`src/rtl/ppm_map.vh`:
```
/*
 * constants of the program page mapper: data-space addresses, field
 * positions, program-space vector areas and sizes.
 * assumes inclusion by its bare name from the mapper module.
 */
// How it works
// - the page select register sits at data address cah and takes whole-byte writes but never answers a read.
// - interrupts, calls and returns leave the page select register untouched.
// - reset does not load the page select register, so it is undefined until first written.
// - with program counter bit 11 set the static page 1 is addressed regardless of the page bits.
// - with program counter bit 11 clear the two low page bits pick page 0, 1, 2 or 3.
// - nmi vector is fetched from 0ffch-0ffdh, reset vector from 0ffeh-0fffh, other vectors from 0ff0h-0ff7h.
// - a 64-byte data-space window shows read-only constants held in program memory.
// - a six-entry stack of 12-bit return addresses serves calls and interrupts.
// - extra ram appears as switchable 64-byte banks at data addresses 00h to 3fh.
// - with readout protection selected no external read of program memory is possible.
// - a window read forms its program address from the window position above six data address bits.
`ifndef PPM_MAP_VH
`define PPM_MAP_VH
`define PPM_PAGE_SEL_ADDR   8'hca
`define PPM_WIN_POS_ADDR    8'hc9
`define PPM_RAM_BANK_ADDR   8'hcb
`define PPM_WIN_BASE        8'h40
`define PPM_WIN_MASK        8'hc0
`define PPM_BANK_TOP        8'h3f
`define PPM_PC_STATIC_BIT   11
`define PPM_STATIC_PAGE     2'h1
`define PPM_BANK1_BIT       3
`define PPM_BANK2_BIT       4
`define PPM_VEC_IRQ_LO      12'hff0
`define PPM_VEC_IRQ_HI      12'hff7
`define PPM_VEC_NMI         12'hffc
`define PPM_VEC_RESET       12'hffe
`define PPM_STACK_DEPTH     6
`endif

```
`src/rtl/ppm_mapper.v`:
```
/*
 * program page mapper: page select register, program address forming,
 * data window reads, ram bank select and the return-address stack.
 * the upper half of program space always shows the static page; the
 * lower half shows whichever page the page select register names.
 * the window, bank and page registers are write-only and keep no reset
 * value, so software must load them before relying on them.
 * stack overflow and underflow are silently dropped; software must keep
 * its nesting within the stack depth.
 * assumes a cpu core issuing one data write or read per cycle strobe and
 * a program memory that answers combinationally on the physical address.
 * assumes the core raises its vector strobes only while fetching a vector
 * and never raises a window read and an external read in one cycle.
 * assumes readout protection is a static option level from option logic.
 * assumes one clock for core and memory; all inputs are synchronous to it.
 */
`timescale 1ns/100ps
`include "ppm_map.vh"
module ppm_mapper #(
    parameter PC_W  = 12,
    parameter PA_W  = 13,
    parameter DEPTH = `PPM_STACK_DEPTH
) (
    input  wire            sys_clk_i,
    input  wire            arst_n_i,
    input  wire [PC_W-1:0] pc_i,
    input  wire            vec_nmi_i,
    input  wire            vec_reset_i,
    input  wire            vec_irq_i,
    input  wire [1:0]      vec_irq_sel_i,
    input  wire            vec_half_i,
    input  wire [7:0]      data_addr_i,
    input  wire [7:0]      data_wdata_i,
    input  wire            data_we_i,
    input  wire            data_re_i,
    input  wire            push_i,
    input  wire            pop_i,
    input  wire [PC_W-1:0] push_addr_i,
    input  wire            readout_protect_i,
    input  wire            ext_read_i,
    input  wire [PA_W-1:0] ext_addr_i,
    input  wire [7:0]      pmem_rdata_i,
    output wire [PA_W-1:0] pmem_addr_o,
    output reg  [7:0]      win_rdata_o,
    output wire            win_hit_o,
    output wire            reg_hit_o,
    output wire            bank_hit_o,
    output wire [1:0]      ram_bank_o,
    output reg  [7:0]      ext_rdata_o,
    output wire [PC_W-1:0] stack_top_o,
    output wire            stack_full_o,
    output wire            stack_empty_o
);

    // page select keeps only the two page bits
    reg  [1:0]      page_sel_r;
    reg  [6:0]      win_pos_r;
    reg  [1:0]      bank_sel_r;
    reg  [PC_W-1:0] stack_r [0:DEPTH-1];
    reg  [2:0]      sp_r;
    reg  [2:0]      sp_nxt;
    reg  [PC_W-1:0] fetch_pc;
    reg  [PA_W-1:0] pmem_addr;
    integer         i;

    // decoded strobes and stack guards
    wire            page_wr;
    wire            win_wr;
    wire            bank_wr;
    wire            win_rd;
    wire            push_ok;
    wire            pop_ok;

    // stack pointer values that bound a push and a pop
    localparam [2:0] SP_EMPTY = 3'h0;
    localparam [2:0] SP_FULL  = DEPTH[2:0];

    // true when a data address hits one byte-wide register location
    function addr_match;
        input [7:0] addr;
        input [7:0] target;
        begin
            addr_match = (addr == target);
        end
    endfunction

    // true when a data address falls inside the read-only window
    function in_window;
        input [7:0] addr;
        begin
            in_window = ((addr & `PPM_WIN_MASK) == `PPM_WIN_BASE);
        end
    endfunction

    // page number shown for a logical program address
    function [1:0] page_of;
        input [PC_W-1:0] pc;
        input [1:0]      pg;
        begin
            if (pc[`PPM_PC_STATIC_BIT]) begin
                page_of = `PPM_STATIC_PAGE;
            end else begin
                case (pg)
                    2'h0:    page_of = 2'h0;
                    2'h1:    page_of = `PPM_STATIC_PAGE;
                    2'h2:    page_of = 2'h2;
                    2'h3:    page_of = 2'h3;
                    default: page_of = pg;
                endcase
            end
        end
    endfunction

    // physical address: page number above the eleven in-page bits
    function [PA_W-1:0] phys_addr;
        input [PC_W-1:0] pc;
        input [1:0]      pg;
        begin
            phys_addr = {page_of(pc, pg), pc[10:0]};
        end
    endfunction

    // write and read strobes decoded once, shared by the processes below
    assign page_wr = data_we_i && addr_match(data_addr_i, `PPM_PAGE_SEL_ADDR);
    assign win_wr  = data_we_i && addr_match(data_addr_i, `PPM_WIN_POS_ADDR);
    assign bank_wr = data_we_i && addr_match(data_addr_i, `PPM_RAM_BANK_ADDR);
    assign win_rd  = data_re_i && in_window(data_addr_i);

    // page, window and bank registers load on whole-byte writes only; no reset term
    always @(posedge sys_clk_i) begin
        if (page_wr) begin
            page_sel_r <= data_wdata_i[1:0];
        end
        if (win_wr) begin
            win_pos_r <= data_wdata_i[6:0];
        end
        if (bank_wr) begin
            bank_sel_r <= {data_wdata_i[`PPM_BANK2_BIT], data_wdata_i[`PPM_BANK1_BIT]};
        end
    end
    // nothing but a data write touches page_sel_r

    // vector fetch overrides the program counter with a static-page address
    always @* begin
        fetch_pc = pc_i;
        if (vec_reset_i) begin
            fetch_pc = `PPM_VEC_RESET | {11'h000, vec_half_i};
        end else if (vec_nmi_i) begin
            fetch_pc = `PPM_VEC_NMI | {11'h000, vec_half_i};
        end else if (vec_irq_i) begin
            fetch_pc = `PPM_VEC_IRQ_LO | {9'h000, vec_irq_sel_i, vec_half_i};
        end
    end

    // window reads borrow the memory port, so they take priority over fetch
    always @* begin
        pmem_addr = phys_addr(fetch_pc, page_sel_r);
        if (win_rd) begin
            pmem_addr = {win_pos_r, data_addr_i[5:0]};
        end else if (ext_read_i) begin
            pmem_addr = ext_addr_i;
        end
    end

    assign pmem_addr_o = pmem_addr;

    // combinational hit flags for the core's data-space decoder
    assign win_hit_o  = in_window(data_addr_i);
    assign reg_hit_o  = addr_match(data_addr_i, `PPM_PAGE_SEL_ADDR);
    assign bank_hit_o = (data_addr_i <= `PPM_BANK_TOP);
    assign ram_bank_o = bank_hit_o ? bank_sel_r : 2'h0;

    // registered read data; the page register never drives read data
    always @(posedge sys_clk_i or negedge arst_n_i) begin
        if (!arst_n_i) begin
            win_rdata_o <= 8'h00;
            ext_rdata_o <= 8'h00;
        end else begin
            if (win_rd) begin
                win_rdata_o <= pmem_rdata_i;
            end
            if (ext_read_i) begin
                ext_rdata_o <= readout_protect_i ? 8'h00 : pmem_rdata_i;
            end
        end
    end

    // push when full and pop when empty are dropped; a taken push wins
    assign push_ok = push_i && (sp_r != SP_FULL);
    assign pop_ok  = pop_i && !push_ok && (sp_r != SP_EMPTY);

    // next stack pointer
    always @* begin
        sp_nxt = sp_r;
        if (push_ok) begin
            sp_nxt = sp_r + 3'h1;
        end else if (pop_ok) begin
            sp_nxt = sp_r - 3'h1;
        end
    end

    // return-address stack storage and pointer
    always @(posedge sys_clk_i or negedge arst_n_i) begin
        if (!arst_n_i) begin
            sp_r <= 3'h0;
            for (i = 0; i < DEPTH; i = i + 1) begin
                stack_r[i] <= {PC_W{1'b0}};
            end
        end else begin
            if (push_ok) begin
                stack_r[sp_r] <= push_addr_i;
            end
            sp_r <= sp_nxt;
        end
    end

    // top entry and level flags for the core
    assign stack_top_o   = (sp_r == SP_EMPTY) ? {PC_W{1'b0}} : stack_r[sp_r - 3'h1];
    assign stack_full_o  = (sp_r == SP_FULL);
    assign stack_empty_o = (sp_r == SP_EMPTY);

endmodule // ppm_mapper

```
`config.mk`:
```
export PLATFORM = sky130hd
export DESIGN_NAME = ppm_mapper
export DESIGN_NICKNAME = d
export VERILOG_FILES = /design/src/rtl/ppm_mapper.v
export VERILOG_INCLUDE_DIRS = /design/src /design/src/rtl
export SDC_FILE = /design/constraint.sdc
export NUM_CORES = 1
export LEC_CHECK = 0
export BUFFER_PORTS_ARGS = -buffer_cell sky130_fd_sc_hd__buf_2
export CAP_MARGIN = 15
export CELL_PAD_IN_SITES_DETAIL_PLACEMENT = 1
export CELL_PAD_IN_SITES_GLOBAL_PLACEMENT = 2
export CORE_UTILIZATION = 30
export DETAILED_ROUTE_END_ITERATION = 12
export GPL_ROUTABILITY_DRIVEN = 0
export PLACE_DENSITY = 0.79
export SLEW_MARGIN = 40
export SYNTH_ARGS = -nofsm -noshare
export SYNTH_HDL_FRONTEND = slang
export SYNTH_SLANG_ARGS = --single-unit
```
`constraint.sdc`:
```
create_clock -name sys_clk_i -period 3.53 [get_ports sys_clk_i]
set_clock_uncertainty 0.2 [all_clocks]
set_input_delay 0.1765 -clock sys_clk_i [delete_from_list [all_inputs] [get_ports sys_clk_i]]
set_output_delay 0.1765 -clock sys_clk_i [all_outputs]
set_load 0.005 [all_outputs]
```
Yosys cells after proc, flatten, opt, wreduce, memory -nomap -nowiden
Index checks and enable logic that the tools add are counted.
{"block": "op_classes", "n_lt_le_gt_ge": 4, "eq_ne": 9, "add_sub_neg": 2, "n_reduce_logical": 13, "bitwise_logic": 2, "n_mux": 18}
{"cell": "two-way mux 12 bit", "count": 7}
{"cell": "bitwise mux 72 bit", "count": 1}
{"cell": "binary-select mux 12 bit (select 3 bit)", "count": 1}
{"cell": "demux 12 bit (select 3 bit)", "count": 1}
{"cell": "two-way mux 13 bit", "count": 2}
{"cell": "equality test 8 bit, second input constant", "count": 3}
{"cell": "greater-or-equal comparator 4 bit, second input constant", "count": 2}
{"cell": "less-or-equal comparator 8 x 6 -> 1 bit, second input constant", "count": 1}
{"cell": "logical AND 1 bit", "count": 8}
{"cell": "two-way mux 8 bit", "count": 1}
{"cell": "NOT 3 -> 4 bit", "count": 2}
{"cell": "case mux 2 bit (4 select lines)", "count": 1}
{"cell": "two-way mux 3 bit", "count": 2}
{"cell": "equality test 2 x 1 -> 1 bit, second input constant", "count": 2}
{"cell": "equality test 2 bit, second input constant", "count": 2}
{"cell": "< comparator 4 x 1 -> 1 bit, second input constant", "count": 1}
{"cell": "two-way mux 2 bit", "count": 2}
{"cell": "adder 3 x 1 -> 3 bit, second input constant", "count": 1}
{"cell": "equality test 3 bit, second input constant", "count": 1}
{"cell": "logical NOT 3 bit", "count": 1}
{"cell": "!= test 3 bit, second input constant", "count": 1}
{"cell": "nonzero test 3 bit", "count": 1}
{"cell": "subtractor 3 x 1 -> 3 bit, second input constant", "count": 1}
{"cell": "logical NOT 2 bit", "count": 1}
{"cell": "2 further kinds", "count": 2}
{"block": "word_totals", "word_cells": 60, "in_bits": 75, "out_inout_bits": 48, "register_bits": 102}

Longest topological paths before layout
{"block": "depth", "depth_word": 7, "depth_mapped": 6, "depth_no_buf": 6}

Worst setup path after synthesis
OpenSTA, ideal clock, no wires.
{"block": "synth_timing", "path_type": "register to register", "from": "register sp_r[0]", "to": "register stack_r[12] (netlist name)", "path_buffers": 1, "required_ns": 3.205, "arrival_ns": 1.672, "path_stages_with_launch": 6, "setup_time_ns": 0.125, "setup_slack_ns": 1.533, "synth_period_minus_slack_ns": 1.997, "path_cell_list": "dfrtp_1 inv_1 ha_1 nor4_1 buf_4 mux2_2"}
{"block": "synth_between", "elab_chain_cells": 6, "elab_cells_between_ends": 9, "cone_classes": "order compare: 2; eq/ne: 1; mux: 3; bitwise: 1; reduce/logical: 2"}
{"element": "start, declared", "line": "ppm_mapper.v:60", "text": "reg [2:0] sp_r;"}
{"element": "start signal, assigned", "line": "ppm_mapper.v:213", "text": "sp_r <= sp_nxt;"}
{"element": "NOT 3 -> 4 bit (not written as such)", "line": "ppm_mapper.v:211", "text": "stack_r[sp_r] <= push_addr_i;"}
{"element": "greater-or-equal comparator 4 bit (not written as such) or < comparator 4 x 1 -> 1 bit (tied branches)", "line": "ppm_mapper.v:211"}
{"element": "logical AND 1 bit (not written as such)", "line": "ppm_mapper.v:211"}
{"element": "two-way mux 12 bit (not written as such)", "line": "ppm_mapper.v:211"}
{"element": "demux 12 bit (select 3 bit)", "line": "ppm_mapper.v:211"}
{"element": "bitwise mux 72 bit", "line": "ppm_mapper.v:211"}
{"element": "end signal, assigned by index", "line": "ppm_mapper.v:207", "text": "stack_r[i] <= {PC_W{1'b0}};"}
{"element": "end signal, assigned by index", "line": "ppm_mapper.v:211"}
{"element": "end, declared", "line": "ppm_mapper.v:59", "text": "reg [PC_W-1:0] stack_r [0:DEPTH-1];"}
Several ways; a longest one is shown, not always the timed one.
A chain may end at the register's enable or synchronous reset.

Worst setup path after layout
{"block": "layout_timing", "from": "register sp_r[1]", "to": "output port stack_top_o[8]"}
{"block": "layout_between", "elab_chain_cells": 6, "elab_cells_between_ends": 7, "cone_classes": "add/sub: 1; mux: 4; bitwise: 1; reduce/logical: 1"}
{"element": "subtractor 3 x 1 -> 3 bit", "line": "ppm_mapper.v:218", "text": "assign stack_top_o = (sp_r == SP_EMPTY) ? {PC_W{1'b0}} : stack_r[sp_r - 3'h1];"}
{"element": "NOT 3 -> 4 bit (not written as such)", "line": "ppm_mapper.v:218"}
{"element": "binary-select mux 12 bit (select 3 bit)", "line": "ppm_mapper.v:218"}
{"element": "two-way mux 12 bit (not written as such) (2 in series)", "line": "ppm_mapper.v:218"}
{"element": "two-way mux 12 bit *", "line": "ppm_mapper.v:218"}
{"element": "end, declared", "line": "ppm_mapper.v:50", "text": "output wire [PC_W-1:0] stack_top_o,"}
Mark *: on every way between the ends. The rest lies on a longest branch, timed or not. The select of a mux whose other input is x is not followed.

==> results.cfg <==
[cts]
cts_buffers = 9
clk_pin_slew_ns = 0.07
ctsHtreeMaxLevel = 3
clock_path_buffers = 2
cts_tree = yes
insertion_delay_ns = 0.35
cts_root_buffer = clkbuf_16
post_cts_buffers = 0
cts_num_sinks = 102

[synth]
yosysWarnings = 0
yosysSeqAreaShare_pct = 53.0
synth.area.top_cells = dfrtp_1, mux2_2, edfxtp_1, mux4_2, mux2i_1
synthFlopType = dfrtp_1
syn_inst = 391
synth_top_area_share_pct = 46.3
syn_area_um2 = 4920
syn_area_per_cell_um2 = 12.6
synth_most_common_cell = dfrtp_1
ys_ff_latch = 102
synthTopCellsByCount = dfrtp_1, mux2_2, nand2_1
syn-num-nets = 470
yosysTopAreaCell = dfrtp_1
async_reset_ff_share_pct = 89.2
synth_edf_count = 11
synth.distinct_cells = 43

[sta]
setup_violations = 0
worst_slew_pin_slew_ns = 0.764
fin_tns_setup_ns = 0
layout_min_cycle_time_ns = 2.99
slew_headroom_pct = 49.1
rsz0062_at_grt = false
whs_ns = 0.0263
fin_crit_sh_pct = 84.6
fmax_ghz = 0.335
drv_slew = 0
finalHoldViolCount = 0

[power_and_ir_drop]
powerDensity_nw_per_um2 = 801
p_leak_uw = 0.00294
ir_worst_vdd_mv = 0.245

[floorplanning]
die-area_um2 = 16900
rows = 46
die_y_um = 130
die-width_um = 130
initial_utilization_pct = 30.8
core_um2 = 15900
boundaryPins = 123

[run]
cap_violations = 0

[final_layout]
fin_nets = 618
area_growth_syn_to_layout_pct = 29.9
instances_no_fill = 760
fillers = 1764
layout-drive-gt1-share_pct = 42.5
antenna_cells = 0

[run_status]
status = complete, no violations

[setup_path]
max_stage_delay_ns = 0.79
required_ns = 3.15
cpMaxStageDelayCell = ha_1
cp_max_fo = 15
reg2reg_slack_ns = 1.42
cp_cell_sequence = inv_1, ha_1, o21ai_0, buf_4, o22ai_1, buf_2
crit_path_end_kind = output port
cp-start-kind = register
critical_path_arrival_ns = 2.61
crit_type = reg -> out

[global_routing]
top_usage_layer = met2
use_met2_pct = 32.3
grt_pass1_wl_um = 21300
overflow = 0
antenna_found_initial = 0
grtUsageTotal_pct = 16.8
grt_pass1_vias = 4233
grt_use_met3_pct = 5.45
grt_use_met1_pct = 17.2
grt_max_degree = 92

[route]
firstDrtPassIters = 4
drc = 0
ant_nets = 0
vias_per_cell = 4.90
vias = 3722
drt_iter0_markers = 93
drt-total-wl_um = 13100
wire_per_inst_um = 17.2

[placement]
placed_cells = 714
hpwl_um = 8890
io_buffers = 121

[worst_hold_path]
holdCritPathClass = in -> reg
[where the power goes]
| group | leakage, µW | switching, µW | internal (µW) |
|---|---|---|---|
| clock | 0.000164 | 450 | 652 |
| sequential | 0.00120 | 252 | 1650 |
| combinational | 0.00158 | 955 | 1160 |
| total | 0.00294 | 1660 | 3460 |
[worst paths after layout]
kind | endpoint | startpoint | depth (start not counted)
setup / recovery | stack_top_o[8] | sp_r[1] | 6
hold / removal | ext_rdata_o[2] | readout_protect_i | 3
setup reg to reg | stack_r[8] | sp_r[2] | 3
hold reg to reg | win_rdata_o[0] | win_rdata_o[0] | 2
max in group asynchronous | stack_r[31] | arst_n_i | 2
min in group asynchronous | stack_r[17] | arst_n_i | 2
[through the flow]
step                      power (µW)  util, %  instance area (µm²)  setup WS, ns
after floorplan                 3330        -                 4920          1.53
after global placement          3900     36.0                 5740          1.14
after detailed placement        4040     36.1                 5750          1.03
after CTS                       5200     40.0                 6380         0.548
after global routing            5470     40.1                 6390         0.455
final                           5120     40.1                 6390         0.543
[metal layers]
metal	up-vias	wire length [µm]
li1	1701	-
met1	1874	4970
met2	128	7080
met3	19	788
met4	0	229
met5	-	0
[flip-flops by register name, indices dropped and copies added (netlist names)]
name	cells
win_rdata_o	8
ext_rdata_o	8
bank_sel_r	2
win_pos_r	7
stack_r	72
page_of.pg	2
sp_r	3
[kinds of logic after synthesis]
| group | synth area share [%] |
|---|---|
| adders and majority gates | 1.02 |
| muxes | 26.2 |
| buffers and inverters | 4.25 |
| and+or+nand+nor | 8.68 |
| DFF | 53.0 |
| xor gates and xnor gates | 0.178 |
| AOI/OAI and AO/OA | 6.62 |
[layout by cell type, fill, tap and decap left out, drive strengths merged, types with 2 or more instances in the layout]
cell,count
nor3b,3
ha,4
edfxtp,11
o22ai,19
nand2b,3
clkbuf,12
o21ai,21
nor2,5
and2,4
nor2b,3
nor3,7
mux2i,17
dlygate4sd3,30
mux4,12
or4,2
inv,29
nor4b,2
buf,127
bufinv,2
a21oi,2
nand2,40
mux2,72
nand3b,8
and3b,2
dfrtp,91
[repair_timing]
item | in CTS | in global routing
gates resized for setup | 0 | 0
hold endpoints to repair | 193 | 0
hold buffers | 30 | 0
endpoints found under the setup margin | 0 | 0
[area by class of cell]
type / count / area (µm²) / share of cell area, %
flip-flops and latches: 102 / 2610 / 40.8
multi-input cells: 242 / 2110 / 33.1
repair buffers: 158 / 967 / 15.1
well taps: 216 / 270 / 4.23
clock buffers: 11 / 243 / 3.80
inverters: 26 / 97.6 / 1.53
clock inverters: 5 / 88.8 / 1.39
[worst max-delay path: cells and delay by family (launching register included)]
family,cells,cell delay (ns)
adder cells (fa/ha/maj),1,0.79
buffers and inverters,3,0.54
AO/OA/AOI/OAI,2,0.49
flip-flops,1,0.44
Power figures use the tool's default switching activity.
